`config.mk`:
```
export PLATFORM = sky130hd
export DESIGN_NAME = mcc_monitor_ctrl
export DESIGN_NICKNAME = d
export VERILOG_FILES = /design/src/hw/mcc_pkg.sv /design/src/hw/mcc_pin_sync.sv /design/src/hw/mcc_math.sv /design/src/hw/mcc_monitor_ctrl.sv
export SDC_FILE = /design/constraint.sdc
export NUM_CORES = 2
export LEC_CHECK = 0
export ABC_AREA = 1
export BUFFER_PORTS_ARGS = -buffer_cell sky130_fd_sc_hd__buf_2
export CORE_AREA = 2 2 373 375
export DETAILED_ROUTE_END_ITERATION = 16
export DIE_AREA = 0 0 375 377
export SYNTH_ARGS = -nofsm -noshare
export SYNTH_HDL_FRONTEND = slang
export SYNTH_SLANG_ARGS = --single-unit
```
`constraint.sdc`:
```
create_clock -name ref_clk -period 37.1 [get_ports ref_clk]
set_input_delay 5.565 -clock ref_clk [delete_from_list [all_inputs] [get_ports ref_clk]]
set_output_delay 5.565 -clock ref_clk [all_outputs]
set_load 0.01 [all_outputs]
```
`src/hw/mcc_pkg.sv`:
```
// Purpose: shared constants and types of the monitor conversion control
// Assumes: 100 MHz reference clock, 16-bit registers behind a two-wire port
// Notes:   times are kept in ns, cycle counts are derived from the clock period
package mcc_pkg;
  localparam int unsigned CLK_NS = 10;
  localparam logic [7:0] PTR_CFG = 8'h00;
  localparam logic [7:0] PTR_SENSE = 8'h01;
  localparam logic [7:0] PTR_RAIL = 8'h02;
  localparam logic [7:0] PTR_POWER = 8'h03;
  localparam logic [15:0] CFG_RST = 16'h4127;
  // Bits 14:12 are fixed and read back as their reset value
  localparam logic [2:0] CFG_FIXED = 3'h4;
  localparam int unsigned RST_BIT = 15;
  localparam logic [6:0] DEV_ADDR_DEF = 7'h40;
  localparam int unsigned CUR_SHIFT = 11;
  // Power counts: |current| * rail / 20000, done as a multiply by 2^30/20000
  localparam logic [15:0] PWR_RECIP = 16'hd1b7;
  localparam int unsigned PWR_SHIFT = 30;
  localparam logic [1:0] SYNC_RST = 2'h3;
  localparam int unsigned CONV_NS [8] = '{140000, 204000, 332000, 588000,
                                          1100000, 2116000, 4156000, 8244000};

  typedef logic [7:0][19:0] mcc_cyc_t;

  typedef struct packed {
    logic       rst;
    logic [2:0] fixed;
    logic [2:0] sample_count_sel;
    logic [2:0] rail_conv_time;
    logic [2:0] sense_conv_time;
    logic [2:0] mode;
  } mcc_cfg_t;

  typedef enum logic [2:0] {
    BS_IDLE = 3'h0, BS_ADDR = 3'h1, BS_ACKA = 3'h3, BS_WDATA = 3'h2,
    BS_ACKW = 3'h6, BS_RDATA = 3'h7, BS_ACKR = 3'h5
  } mcc_bus_st_t;

  typedef enum logic [2:0] {
    CV_IDLE = 3'h0, CV_SENSE = 3'h1, CV_RAIL = 3'h3, CV_AVG = 3'h2, CV_MATH = 3'h6
  } mcc_cv_st_t;

  typedef struct packed {
    mcc_cfg_t           cfg;
    mcc_cv_st_t         st;
    logic               armed;
    logic [19:0]        timer;
    logic [10:0]        cnt;
    logic signed [25:0] sense_acc;
    logic [25:0]        rail_acc;
    logic               rail_seen;
    logic [15:0]        sense_res;
    logic [15:0]        rail_res;
    logic [15:0]        power_res;
    logic               done;
    logic               ovf;
  } mcc_meas_t;

  typedef struct packed {
    mcc_bus_st_t st;
    logic [3:0]  bitcnt;
    logic [7:0]  shreg;
    logic        rw;
    logic [7:0]  ptr;
    logic [1:0]  bytecnt;
    logic [7:0]  wmsb;
    logic [15:0] rdword;
    logic        rdlsb;
    logic        nack;
    logic        sda_drv;
    logic        sda_lvl;
    logic        halt;
    logic        scl_q;
    logic        sda_q;
  } mcc_bus_t;

  typedef struct packed {
    mcc_bus_t  bus;
    mcc_meas_t meas;
  } mcc_state_t;

  typedef struct packed {
    logic [1:0] s1;
    logic [1:0] s2;
    logic [1:0] s3;
    logic [1:0] q;
  } mcc_sync_t;

  localparam mcc_meas_t MEAS_RST = mcc_meas_t'({CFG_RST, {($bits(mcc_meas_t) - 16){1'b0}}});

  function automatic mcc_cyc_t conv_cycles();
    for (int i = 0; i < 8; i++) begin
      conv_cycles[i] = 20'((CONV_NS[i] + CLK_NS - 1) / CLK_NS);
    end
  endfunction

  function automatic logic [10:0] avg_samples(logic [2:0] code);
    case (code)
      3'h0: avg_samples = 11'h001;
      3'h1: avg_samples = 11'h004;
      3'h2: avg_samples = 11'h010;
      3'h3: avg_samples = 11'h040;
      3'h4: avg_samples = 11'h080;
      3'h5: avg_samples = 11'h100;
      3'h6: avg_samples = 11'h200;
      default: avg_samples = 11'h400;
    endcase
  endfunction

  function automatic logic sel_sense(logic [2:0] m);
    sel_sense = m[0];
  endfunction

  function automatic logic sel_rail(logic [2:0] m);
    sel_rail = m[1];
  endfunction

  function automatic logic powered_down(logic [2:0] m);
    powered_down = (m[1:0] == 2'h0);
  endfunction
endpackage

```
`src/hw/mcc_pin_sync.sv`:
```
// Purpose: filters the two-wire port pins into the reference clock domain
// Assumes: idle bus level is high on both pins
// Notes:   a level is taken once the second and third stage agree
`timescale 1ns/10ps
`default_nettype none
module mcc_pin_sync (
  input  wire logic       ref_clk,
  input  wire logic       sys_rst,
  input  wire logic [1:0] pin_in,
  output var  logic [1:0] pin_out
);
  import mcc_pkg::*;
  mcc_sync_t st;
  mcc_sync_t next_st;
  logic [1:0] agree;

  always_comb begin
    agree = ~(st.s2 ^ st.s3);
    next_st.s1 = pin_in;
    next_st.s2 = st.s1;
    next_st.s3 = st.s2;
    next_st.q = (agree & st.s2) | (~agree & st.q);
  end

  always_ff @(posedge ref_clk or posedge sys_rst) begin
    if (sys_rst) begin
      st <= {SYNC_RST, SYNC_RST, SYNC_RST, SYNC_RST};
    end else begin
      st <= next_st;
    end
  end

  assign pin_out = st.q;
endmodule
`default_nettype wire

```
`src/hw/mcc_math.sv`:
```
// Purpose: current and power arithmetic behind the result registers
// Assumes: inputs are held stable for the cycle in which results are taken
// Notes:   results saturate when a step overflows
`timescale 1ns/10ps
`default_nettype none
module mcc_math (
  input  wire logic signed [15:0] sense,
  input  wire logic [15:0]        rail,
  input  wire logic [14:0]        cal,
  output var  logic [15:0]        power,
  output var  logic               overflow
);
  import mcc_pkg::*;
  logic signed [31:0] prod;
  logic signed [31:0] cur;
  logic [15:0]        cur_sat;
  logic [15:0]        mag;
  logic [46:0]        raw;
  logic               cur_ovf;

  always_comb begin
    prod = sense * $signed({1'b0, cal});
    cur = prod >>> CUR_SHIFT;
    cur_ovf = (cur > 32'sd32767) || (cur < -32'sd32768);
    cur_sat = cur_ovf ? (cur[31] ? 16'h8000 : 16'h7fff) : cur[15:0];
    mag = cur_sat[15] ? 16'(-cur_sat) : cur_sat;
    raw = 47'(47'(mag) * 47'(rail[14:0]) * 47'(PWR_RECIP)) >> PWR_SHIFT;
    overflow = cur_ovf || (raw[46:16] != 31'h0);
    power = overflow ? 16'hffff : raw[15:0];
  end
endmodule
`default_nettype wire

```
`src/hw/mcc_monitor_ctrl.sv`:
```
// Purpose: conversion control and result registers of a current and power monitor
// Assumes: samples arrive on the reference clock; calibration is a plain input
// Notes:   registers are reached over the two-wire port as 16-bit words, MSB first
//
// Contract
// - Reading the configuration changes no setting and no running measurement.
// - A configuration write holds conversion, then restarts with new settings.
// - Writing bit 15 resets everything to defaults; the bit self-clears.
// - Bits 11:9 pick 1, 4, 16, 64, 128, 256, 512 or 1024 samples.
// - Bits 8:6 set rail conversion time, 140us up to 8.244ms.
// - Bits 5:3 set sense conversion time with the same eight steps.
// - Mode 0/4 power-down; 1-3 triggered; 5-7 continuous sense, rail, both.
// - Reset gives continuous both, one sample, 1.1ms on both channels.
// - Sense result is two's complement; MSB set means negative.
// - Sense count weighs 2.5uV; 7FFF is 81.92mV.
// - Rail result holds latest reading; count 1.25mV, 7FFF is 40.96V.
// - Rail result bit 15 always reads zero.
// - With averaging, sense, rail and power hold averaged values.
// - One power count equals 25 current steps.
// - Power is current times rail voltage.
// - Current is sense result times calibration.
// - Done flag sets after math; cleared by non-power-down write or mask read.
// - Overflow flag marks an arithmetic overflow in current or power.
`timescale 1ns/10ps
`default_nettype none
module mcc_monitor_ctrl #(
  parameter mcc_pkg::mcc_cyc_t CONV_CYC = mcc_pkg::conv_cycles(),
  parameter logic [6:0]        DEV_ADDR = mcc_pkg::DEV_ADDR_DEF
) (
  input  wire logic        ref_clk,
  input  wire logic        sys_rst,
  input  wire logic        scl_in,
  input  wire logic        sda_in,
  output var  logic        sda_out,
  output var  logic        sda_oe,
  input  wire logic [15:0] sense_sample,
  input  wire logic [15:0] rail_sample,
  input  wire logic [14:0] cal_value,
  input  wire logic        mask_read,
  output var  logic        conversion_done_flag,
  output var  logic        math_overflow_flag
);
  import mcc_pkg::*;

  localparam mcc_state_t ST_RST = '{bus: mcc_bus_t'(2'h3), meas: MEAS_RST};  // Edge detect idles high

  mcc_state_t  st;
  mcc_state_t  next_st;
  mcc_cfg_t    c;
  logic [1:0]  pins;
  logic [15:0] pwr_val;
  logic        math_ovf;
  logic        scl;
  logic        sda;
  logic        scl_rise;
  logic        scl_fall;
  logic        start_c;
  logic        stop_c;
  logic        cfg_wr;
  logic [15:0] wword;
  logic [15:0] rword;
  logic [7:0]  rbyte;
  logic        first_rail;
  logic [19:0] first_tm;
  logic [3:0]  sh;

  mcc_pin_sync u_sync (
    .ref_clk (ref_clk),
    .sys_rst (sys_rst),
    .pin_in  ({scl_in, sda_in}),
    .pin_out (pins)
  );

  mcc_math u_math (
    .sense    (st.meas.sense_res),
    .rail     (st.meas.rail_res),
    .cal      (cal_value),
    .power    (pwr_val),
    .overflow (math_ovf)
  );

  // Reads are side-effect free; unmapped pointers return zero
  function automatic logic [15:0] reg_read(logic [7:0] ptr, mcc_meas_t m);
    case (ptr)
      PTR_CFG:   reg_read = m.cfg;
      PTR_SENSE: reg_read = m.sense_res;
      PTR_RAIL:  reg_read = m.rail_res;
      PTR_POWER: reg_read = m.power_res;
      default:   reg_read = 16'h0000;
    endcase
  endfunction

  function automatic logic [3:0] avg_shift(logic [2:0] code);
    case (code)
      3'h0: avg_shift = 4'h0;
      3'h1: avg_shift = 4'h2;
      3'h2: avg_shift = 4'h4;
      3'h3: avg_shift = 4'h6;
      3'h4: avg_shift = 4'h7;
      3'h5: avg_shift = 4'h8;
      3'h6: avg_shift = 4'h9;
      default: avg_shift = 4'ha;
    endcase
  endfunction

  always_comb begin
    scl      = pins[1];
    sda      = pins[0];
    scl_rise = scl & ~st.bus.scl_q;
    scl_fall = ~scl & st.bus.scl_q;
    start_c  = scl & st.bus.scl_q & st.bus.sda_q & ~sda;
    stop_c   = scl & st.bus.scl_q & ~st.bus.sda_q & sda;
    wword    = {st.bus.wmsb, st.bus.shreg};
    cfg_wr   = 1'b0;
    rword    = reg_read(st.bus.ptr, st.meas);
    rbyte    = st.bus.rdlsb ? rword[15:8] : st.bus.rdword[7:0];
    c        = st.meas.cfg;
    sh       = avg_shift(c.sample_count_sel);
    first_rail = !sel_sense(c.mode);
    first_tm = CONV_CYC[first_rail ? c.rail_conv_time : c.sense_conv_time] - 20'd1;
    next_st  = st;
    next_st.bus.scl_q = scl;
    next_st.bus.sda_q = sda;

    // Serial port: a start or stop wins over any bit in flight
    if (start_c) begin
      next_st.bus.st = BS_ADDR;
      next_st.bus.bitcnt = 4'h0;
      next_st.bus.sda_drv = 1'b0;
      next_st.bus.halt = 1'b0;
    end else if (stop_c) begin
      next_st.bus.st = BS_IDLE;
      next_st.bus.sda_drv = 1'b0;
      next_st.bus.halt = 1'b0;
    end else begin
      case (st.bus.st)
        BS_ADDR, BS_WDATA: begin
          if (scl_rise) begin
            next_st.bus.shreg = {st.bus.shreg[6:0], sda};
            next_st.bus.bitcnt = st.bus.bitcnt + 4'h1;
          end else if (scl_fall && st.bus.bitcnt == 4'h8) begin
            next_st.bus.bitcnt = 4'h0;
            if (st.bus.st == BS_ADDR) begin
              if (st.bus.shreg[7:1] == DEV_ADDR) begin
                next_st.bus.st = BS_ACKA;
                next_st.bus.sda_drv = 1'b1;
                next_st.bus.rw = st.bus.shreg[0];
              end else begin
                next_st.bus.st = BS_IDLE;
              end
            end else begin
              next_st.bus.st = BS_ACKW;
              next_st.bus.sda_drv = 1'b1;
              case (st.bus.bytecnt)
                2'h0: begin
                  next_st.bus.ptr = st.bus.shreg;
                  next_st.bus.bytecnt = 2'h1;
                end
                2'h1: begin
                  next_st.bus.wmsb = st.bus.shreg;
                  next_st.bus.halt = (st.bus.ptr == PTR_CFG);
                  next_st.bus.bytecnt = 2'h2;
                end
                default: begin
                  // Further bytes form the next word to the same register
                  cfg_wr = (st.bus.ptr == PTR_CFG);
                  next_st.bus.halt = 1'b0;
                  next_st.bus.bytecnt = 2'h1;
                end
              endcase
            end
          end
        end
        BS_ACKA: begin
          if (scl_fall) begin
            if (st.bus.rw) begin
              next_st.bus.rdword = rword;
              next_st.bus.shreg = rword[15:8];
              next_st.bus.sda_drv = ~rword[15];
              next_st.bus.rdlsb = 1'b0;
              next_st.bus.bitcnt = 4'h1;
              next_st.bus.st = BS_RDATA;
            end else begin
              next_st.bus.sda_drv = 1'b0;
              next_st.bus.bytecnt = 2'h0;
              next_st.bus.st = BS_WDATA;
            end
          end
        end
        BS_ACKW: begin
          if (scl_fall) begin
            next_st.bus.sda_drv = 1'b0;
            next_st.bus.st = BS_WDATA;
          end
        end
        BS_RDATA: begin
          if (scl_fall) begin
            if (st.bus.bitcnt == 4'h8) begin
              next_st.bus.sda_drv = 1'b0;
              next_st.bus.st = BS_ACKR;
            end else begin
              next_st.bus.shreg = {st.bus.shreg[6:0], 1'b0};
              next_st.bus.sda_drv = ~st.bus.shreg[6];
              next_st.bus.bitcnt = st.bus.bitcnt + 4'h1;
            end
          end
        end
        BS_ACKR: begin
          if (scl_rise) begin
            next_st.bus.nack = sda;
          end else if (scl_fall) begin
            if (st.bus.nack) begin
              next_st.bus.st = BS_IDLE;
            end else begin
              // Word is re-sampled only at its MSB so both bytes match
              if (st.bus.rdlsb) begin
                next_st.bus.rdword = rword;
              end
              next_st.bus.rdlsb = ~st.bus.rdlsb;
              next_st.bus.shreg = rbyte;
              next_st.bus.sda_drv = ~rbyte[7];
              next_st.bus.bitcnt = 4'h1;
              next_st.bus.st = BS_RDATA;
            end
          end
        end
        default: begin
          next_st.bus.sda_drv = 1'b0;
        end
      endcase
    end

    if (mask_read) begin
      next_st.meas.done = 1'b0;
    end

    if (cfg_wr && wword[RST_BIT]) begin
      next_st.meas = MEAS_RST;
    end else if (cfg_wr) begin
      next_st.meas.cfg = mcc_cfg_t'({1'b0, CFG_FIXED, wword[11:0]});
      next_st.meas.st = CV_IDLE;
      next_st.meas.armed = 1'b1;
      if (!powered_down(wword[2:0])) begin
        next_st.meas.done = 1'b0;
      end
    end else if (!st.bus.halt) begin
      case (st.meas.st)
        CV_IDLE: begin
          if (!powered_down(c.mode) && (c.mode[2] || st.meas.armed)) begin
            next_st.meas.armed = 1'b0;
            next_st.meas.cnt = 11'h000;
            next_st.meas.sense_acc = 26'sh0;
            next_st.meas.rail_acc = 26'h0;
            next_st.meas.rail_seen = 1'b0;
            next_st.meas.timer = first_tm;
            next_st.meas.st = first_rail ? CV_RAIL : CV_SENSE;
          end
        end
        CV_SENSE: begin
          if (st.meas.timer != 20'h0) begin
            next_st.meas.timer = st.meas.timer - 20'h1;
          end else begin
            next_st.meas.sense_acc = st.meas.sense_acc + {{10{sense_sample[15]}}, sense_sample};
            if (sel_rail(c.mode)) begin
              next_st.meas.timer = CONV_CYC[c.rail_conv_time] - 20'd1;
              next_st.meas.st = CV_RAIL;
            end else begin
              next_st.meas.st = CV_AVG;
            end
          end
        end
        CV_RAIL: begin
          if (st.meas.timer != 20'h0) begin
            next_st.meas.timer = st.meas.timer - 20'h1;
          end else begin
            // sign bit of the rail sample is dropped
            next_st.meas.rail_acc = st.meas.rail_acc + 26'(rail_sample[14:0]);
            next_st.meas.rail_seen = 1'b1;
            next_st.meas.st = CV_AVG;
          end
        end
        CV_AVG: begin
          if (st.meas.cnt == avg_samples(c.sample_count_sel) - 11'd1) begin
            if (sel_sense(c.mode)) begin
              next_st.meas.sense_res = 16'(st.meas.sense_acc >>> sh);
            end
            if (st.meas.rail_seen) begin
              next_st.meas.rail_res = {1'b0, 15'(st.meas.rail_acc >> sh)};
            end
            next_st.meas.st = CV_MATH;
          end else begin
            next_st.meas.cnt = st.meas.cnt + 11'd1;
            next_st.meas.timer = first_tm;
            next_st.meas.st = first_rail ? CV_RAIL : CV_SENSE;
          end
        end
        CV_MATH: begin
          // power only after a rail reading
          if (st.meas.rail_seen) begin
            next_st.meas.power_res = pwr_val;
          end
          next_st.meas.ovf = math_ovf;
          next_st.meas.done = 1'b1;
          next_st.meas.st = CV_IDLE;
        end
        default: begin
          next_st.meas.st = CV_IDLE;
        end
      endcase
    end
  end

  always_ff @(posedge ref_clk or posedge sys_rst) begin
    if (sys_rst) begin
      st <= ST_RST;
    end else begin
      st <= next_st;
    end
  end

  // Open-drain: the data level is always low, only the enable moves
  assign sda_out = st.bus.sda_lvl;
  assign sda_oe = st.bus.sda_drv;
  assign conversion_done_flag = st.meas.done;
  assign math_overflow_flag = st.meas.ovf;
endmodule
`default_nettype wire

```
After elaboration in Yosys (flattened, before gate mapping)
Memories as Yosys holds them, arrays and structs flattened.
Cells that the tools add are included.
Storage, ports and cells
  flip-flop bits (word level): 218
  ROM bits: 320
  bits of input ports: 52
  output and inout bits: 4
  logic and storage cells: 329
  memories: 2
Memories
  (no name shown): words 8, bits a word 20, rd ports 1, clocked after memory_dff 0, write ports 0, line mcc_monitor_ctrl.sv:265  | next_st.meas.timer = CONV_CYC[c.rail_conv_time] - 20'd1;
  (no name shown): words 8, bits a word 20, rd ports 1, clocked after memory_dff 0, write ports 0, line mcc_monitor_ctrl.sv:120  | first_tm = CONV_CYC[first_rail ? c.rail_conv_time : c.sense_conv_time] - 20'd1;
Cells by class
  $add $sub $neg: 9
  multiply operators: 3
  magnitude comparators: 4
  equality and inequality tests: 70
  shift operators: 2
  mux-type cells: 121
  bitwise logic cells: 25
  reduce and logical (&&, ||, !) cells: 57
Operator list (number)
  two-way mux 154 bit: 1
  two-way mux 16 bit: 9
  two-way mux 138 bit: 1
  two-way mux 132 bit: 1
  two-way mux 20 bit: 5
  two-way mux 88 bit: 1
  two-way mux 17 bit: 5
  case mux 20 bit (4 select lines): 1
  case mux 11 bit (7 select lines): 1
  two-way mux 32 bit: 2
  case mux 16 bit (4 select lines): 1
  two-way mux 15 bit: 4
  subtractor 20 x 1 -> 20 bit (second input constant): 3
  != test 4 bit (second input constant): 14
  case mux 27 bit (2 select lines): 1
  case mux 26 bit (2 select lines): 1
  two-way mux 49 bit: 1
  case mux 12 bit (4 select lines): 1
  multiplier 31 x 16 -> 47 bit (second input constant): 1
  two-way mux 11 bit: 4
  != test 3 bit (second input constant): 14
  two-way mux 8 bit: 5
  two-way mux 19 bit: 2
  two-way mux 1 bit: 37
  other kinds (71): 175

Longest topological paths before layout
  word-level depth: 18
  mapped depth: 98
  mapped depth without buffers: 96

Modules after synthesis
From an unflattened synthesis, not the netlist that was laid out.
Second synthesis, totals
  cells, all modules: 5830
  area, all modules: 43000.0 sq um
Modules (own cells, without submodules)
  mcc_math: instances 1, cells an instance 3473, area each 27546.4 sq um, seq. area each 0.0 sq um
  mcc_monitor_ctrl: instances 1, cells an instance 2338, area each 15192.1 sq um, seq. area each 4863.4 sq um
  mcc_pin_sync: instances 1, cells an instance 19, area each 261.5 sq um, seq. area each 210.2 sq um

Worst setup path after synthesis
Ideal clock, no wire load.
  path kind: input port to flip-flop
  start: in cal_value[2]
  end: reg st[2] (netlist bit)
  setup time: 132 ps
  arrival: 22704 ps
  required time: 36968 ps
  setup slack: 14264 ps
  cell stages on the path: 90
  path buffers: 4
  path through: clkbuf_1 > clkbuf_1 > nand2_1 > fa_1 > fa_1 > inv_1 > fa_1 > inv_1 > fa_1 > inv_1 > fa_1 > inv_1 > fa_1 > inv_1 > ha_1 > inv_1 > o21bai_1 > nor2_1 > [... 54 more ...] > fa_1 > fa_1 > inv_1 > fa_1 > inv_1 > ha_1 > nand2_1 > nor2_1 > inv_1 > nor4_1 > o21ai_0 > nand3_1 > a31oi_1 > xor2_1 > nand2_1 > clkbuf_1 > o21ai_0 > o21ai_0
On the way
  cells in the longest elaborated chain, start to end: 15
Ends and longest elaborated chain
  from (decl): line mcc_monitor_ctrl.sv:38  | input wire logic [14:0] cal_value,
  multiplier 16 x 16 -> 32 bit *: line mcc_math.sv:22  | prod = sense * $signed({1'b0, cal});
  greater-than comparator 21 x 16 -> 1 bit or less-than comparator 21 x 16 -> 1 bit (tied branches): line mcc_math.sv:24  | cur_ovf = (cur > 32'sd32767) || (cur < -32'sd32768);
  logical OR 1 bit: line mcc_math.sv:24
  two-way mux 16 bit: line mcc_math.sv:25  | cur_sat = cur_ovf ? (cur[31] ? 16'h8000 : 16'h7fff) : cur[15:0];
  negation 16 bit: line mcc_math.sv:26  | mag = cur_sat[15] ? 16'(-cur_sat) : cur_sat;
  two-way mux 16 bit: line mcc_math.sv:26
  multiplier 16 x 15 -> 31 bit: line mcc_math.sv:27  | raw = 47'(47'(mag) * 47'(rail[14:0]) * 47'(PWR_RECIP)) >> PWR_SHIFT;
  multiplier 31 x 16 -> 47 bit: line mcc_math.sv:27
  logical OR 1 bit: line mcc_math.sv:28  | overflow = cur_ovf || (raw[46:16] != 31'h0);
  two-way mux 16 bit *: line mcc_math.sv:29  | power = overflow ? 16'hffff : raw[15:0];
  two-way mux 16 bit *: line mcc_monitor_ctrl.sv:299  | if (st.meas.rail_seen) begin
  two-way mux 18 bit *: line mcc_monitor_ctrl.sv:247  | case (st.meas.st)
  two-way mux 138 bit *: line mcc_monitor_ctrl.sv:246  | end else if (!st.bus.halt) begin
  two-way mux 132 bit *: line mcc_monitor_ctrl.sv:239  | end else if (cfg_wr) begin
  two-way mux 154 bit *: line mcc_monitor_ctrl.sv:237  | if (cfg_wr && wword[RST_BIT]) begin
  to (signal assigned): line mcc_monitor_ctrl.sv:317  | st <= next_st;
  to (decl): line mcc_monitor_ctrl.sv:47  | mcc_state_t st;
Every way passes the cells marked *; elsewhere a longest branch is shown, timed or not. The select of a mux whose other input is x is not followed.
A chain may end at the register's enable or synchronous reset.

Worst setup path after layout
  start: in cal_value[1]
  end: reg st[14] (netlist bit)
The elaborated chain is that of the path after synthesis.

==> impl_metrics.env <==
export IMPL_status="completed"
export IMPL_p_int_w=0.000388
export IMPL_switching_share_pct=30.9
export IMPL_hold_ws_ns=0.355
export IMPL_grt_overflow=0
export IMPL_synth_seq_cells=202
export IMPL_slew_headroom_pct=32.7
export IMPL_dieArea_um2=141000
export IMPL_cts_tree="done"
export IMPL_cts_max_path_buffers=3
export IMPL_stdcell_count=7072
export IMPL_grt_pass1_wl_um=184000
export IMPL_place_area_um2=43200
export IMPL_rsz0062_at_grt="no"
export IMPL_fin_tns_setup_ns=0
export IMPL_pin_count=56
export IMPL_antenna_found_initial=1
export IMPL_drv_cap=0
export IMPL_cts_buffers=23
export IMPL_root_buffer="clkbuf_16"
export IMPL_cp_slowest_stage_delay_ns=0.72
export IMPL_gr_usage_all_layers_pct=16.0
export IMPL_initial_core_util_pct=30.0
export IMPL_synth_edf_count=0
export IMPL_hold_viol=0
export IMPL_syn_cell_area_um2=41000
export IMPL_place_inst=7030
export IMPL_dp_hpwl_um=93500
export IMPL_clockPowerShare_pct=40.8
export IMPL_drt_first_iter_violations=2176
export IMPL_p_sw_w=0.000173
export IMPL_crit_fanout=17
export IMPL_p_comb_share_pct=16.9
export IMPL_drc=0
export IMPL_finClkSkew_ns=0.0256
export IMPL_routedWlPerCell_um=15.7
export IMPL_p_per_area_nw_per_um2=12.8
export IMPL_ctsResizeCount=0
export IMPL_clk_latency_ns=0.55
export IMPL_dr_pass1_iters=6
export IMPL_setup_viol=0
export IMPL_avgViaCountPerCell=4.78
export IMPL_clk_pin_slew_ns=0.06
export IMPL_core_area_um2=137000
export IMPL_power_leakage_nw=24.4
export IMPL_drv_slew=0
export IMPL_grt_max_degree=135
export IMPL_cts_max_level=1
export IMPL_cp_slowest_cell="fa_1"
export IMPL_async_flop_share_pct=100
export IMPL_hold_buffers=0
export IMPL_yosysWarnings=0
export IMPL_min_path_type="reg2reg"
export IMPL_multi_input_comb_area_um2=30200
export IMPL_rows=136
export IMPL_cts_sink_count=202
export IMPL_fp_dieH_um=377
export IMPL_syn2layout_area_growth_pct=6.99
export IMPL_synthFlopType="dfrtp_1"
export IMPL_path_class="in2reg"
export IMPL_postCtsSetupRepairBufs=0
export IMPL_worstSetupStartpointType="input port"
export IMPL_syn_nets=6385
export IMPL_seqCellArea_um2=5070
export IMPL_postLayoutCoreUtil_pct=32.1
export IMPL_fin_nets=6345
export IMPL_power_frac_seq_pct=42.3
export IMPL_drive_gt1_share_pct=4.34
export IMPL_wl_um=111000
export IMPL_avgSynthCellArea_um2=7.74
export IMPL_yosysUniqueCellTypes=71
export IMPL_fin_crit_sh_pct=68.6
export IMPL_design_area_um2=43900
export IMPL_yosysSeqAreaShare_pct=12.4
export IMPL_io_buffer_count=53
export IMPL_ant_nets=0
export IMPL_worstPathRequired_ns=37.50
export IMPL_die_w_um=375
export IMPL_fin_crit_ns=25.46
export IMPL_cp_data_arrival_time_ns=25.85
export IMPL_peakVddDrop_v=0.0000246
export IMPL_num_vias=33800
export IMPL_tightestPinTransition_ns=1.01
export IMPL_fillCellCount=14600
export IMPL_cp_end_kind="register"
export IMPL_antenna_cells=0
export IMPL_fmaxAchievable_ghz=0.0393
export IMPL_place_gp_congestion=0.922
export IMPL_grt_pass1_vias=34900
export IMPL_synthCells=5301
## worst max-delay path: cells and delay by family
kind	cells	cell delay, ns
fa+ha+maj	22	10.73
compound gates	11	1.99
xor+xnor	2	0.79
buf+inv	19	1.89
simple gates	35	4.84
## stage by stage
step,worst slack (ns),total power (W)
floorplan,14.26,0.000308
global placement,11.30,0.000336
detailed placement,11.14,0.000337
CTS,11.65,0.000567
global route,10.38,0.000589
finish,11.64,0.000562
## routing by layer
metal  up-vias  part of all wire (%)  routed length [um]  global-route usage [%]
met5         -                     0                   0                       0
met2       843                    48               53600                    27.7
met4         0                   2.0                2270                    3.29
met3       129                   5.1                5640                    1.58
met1     16600                    45               49800                    21.6
li1      16200                     -                   -                       -
## power by group through the flow
stage / sequential (W) / clock, W / combinational, W
2_1_floorplan: 0.000240 / 0 / 0.0000682
3_3_place_gp: 0.000242 / 0 / 0.0000943
3_5_place_dp: 0.000242 / 0 / 0.0000948
4_1_cts: 0.000238 / 0.000234 / 0.0000954
5_1_grt: 0.000239 / 0.000243 / 0.000108
6_report: 0.000238 / 0.000229 / 0.0000949
## flip-flops by register name, summed over array words and instances, names as in the netlist
name,count
u_sync.pin_out,2
u_sync.st,2
c,12
conversion_done_flag,1
math_overflow_flag,1
st,179
u_sync.next_st,4
sda_oe,1
## cell usage after synthesis, types with 8 or more instances
cell type     n  area (um^2)
a211oi_1     11         82.6
a21o_1       13         97.6
a21oi_1     234         1170
a221oi_1     15          131
a31oi_1      13         81.3
buf_1         8         30.0
clkbuf_1    124          465
clkinv_1      8         30.0
dfrtp_1     187         4680
dfstp_2      15          394
fa_1        629        12600
ha_1        403         5040
inv_1      1360         5100
inv_2        17         63.8
nand2_1     967         3630
nand2_2      24          150
nand3_1     142          711
nand4_1      26          163
nor2_1      323         1210
nor2_2       16          100
nor3_1       34          170
nor4_1       20          125
o211ai_1     33          248
o21a_1       11         82.6
o21ai_0     296         1480
o21ai_1      10         50.1
o21bai_1     21          158
o221ai_1     22          193
o22ai_1      90          563
o32ai_1       8         70.1
xnor2_1      28          245
xor2_1       90          788
## path summary, 6_finish.rpt
kind | from | to | slack, ns | cells after the start
max | cal_value[1] | st[14] | 11.64 | 89
min | u_sync.next_st[5] | u_sync.next_st[3] | 0.36 | 0
max reg2reg | st[44] | st[14] | 16.50 | 86
min reg2reg | u_sync.next_st[5] | u_sync.next_st[3] | 0.36 | 0
max in group asynchronous | sys_rst | st[167] | 30.35 | 3
min in group asynchronous | sys_rst | st[129] | 5.24 | 2
## area by class of cell
| cell class | count | share of cell area [%] |
|---|---|---|
| Inverter | 1386 | 11.9 |
| Multi-Input combinational cell | 3570 | 68.8 |
| Sequential cell | 202 | 11.6 |
| Clock inverter | 13 | 0.302 |
| Clock buffer | 29 | 1.36 |
| Tap cell | 1794 | 5.11 |
| Timing Repair Buffer | 78 | 1.03 |
## cell families (layout without fill, tap and decap cells)
kind of cell | after synthesis | in the layout | share of synthesized area, %
AND/OR/NAND/NOR | 1593 | 1593 | 16.3
buffers and inverters | 1529 | 1506 | 14.1
adder cells (fa/ha/maj) | 1034 | 1034 | 43.0
AO/OA/AOI/OAI | 820 | 820 | 11.6
flip-flops | 202 | 202 | 12.4
XOR/XNOR | 118 | 118 | 2.52
multiplexers | 4 | 4 | 0.101
other | 1 | 1 | 0.00914
## placed cells by master, fill, tap and decap left out, drive strengths merged, types with 36 or more instances in the layout
master	netlist	layout
inv	1378	1380
nand2	999	999
fa	629	629
ha	403	403
nor2	340	340
o21ai	307	307
a21oi	238	238
dfrtp	187	187
nand3	149	149
xor2	90	90
o22ai	90	90
buf	19	78
nor3	36	36
No activity file was read; power rests on OpenSTA's default activity.
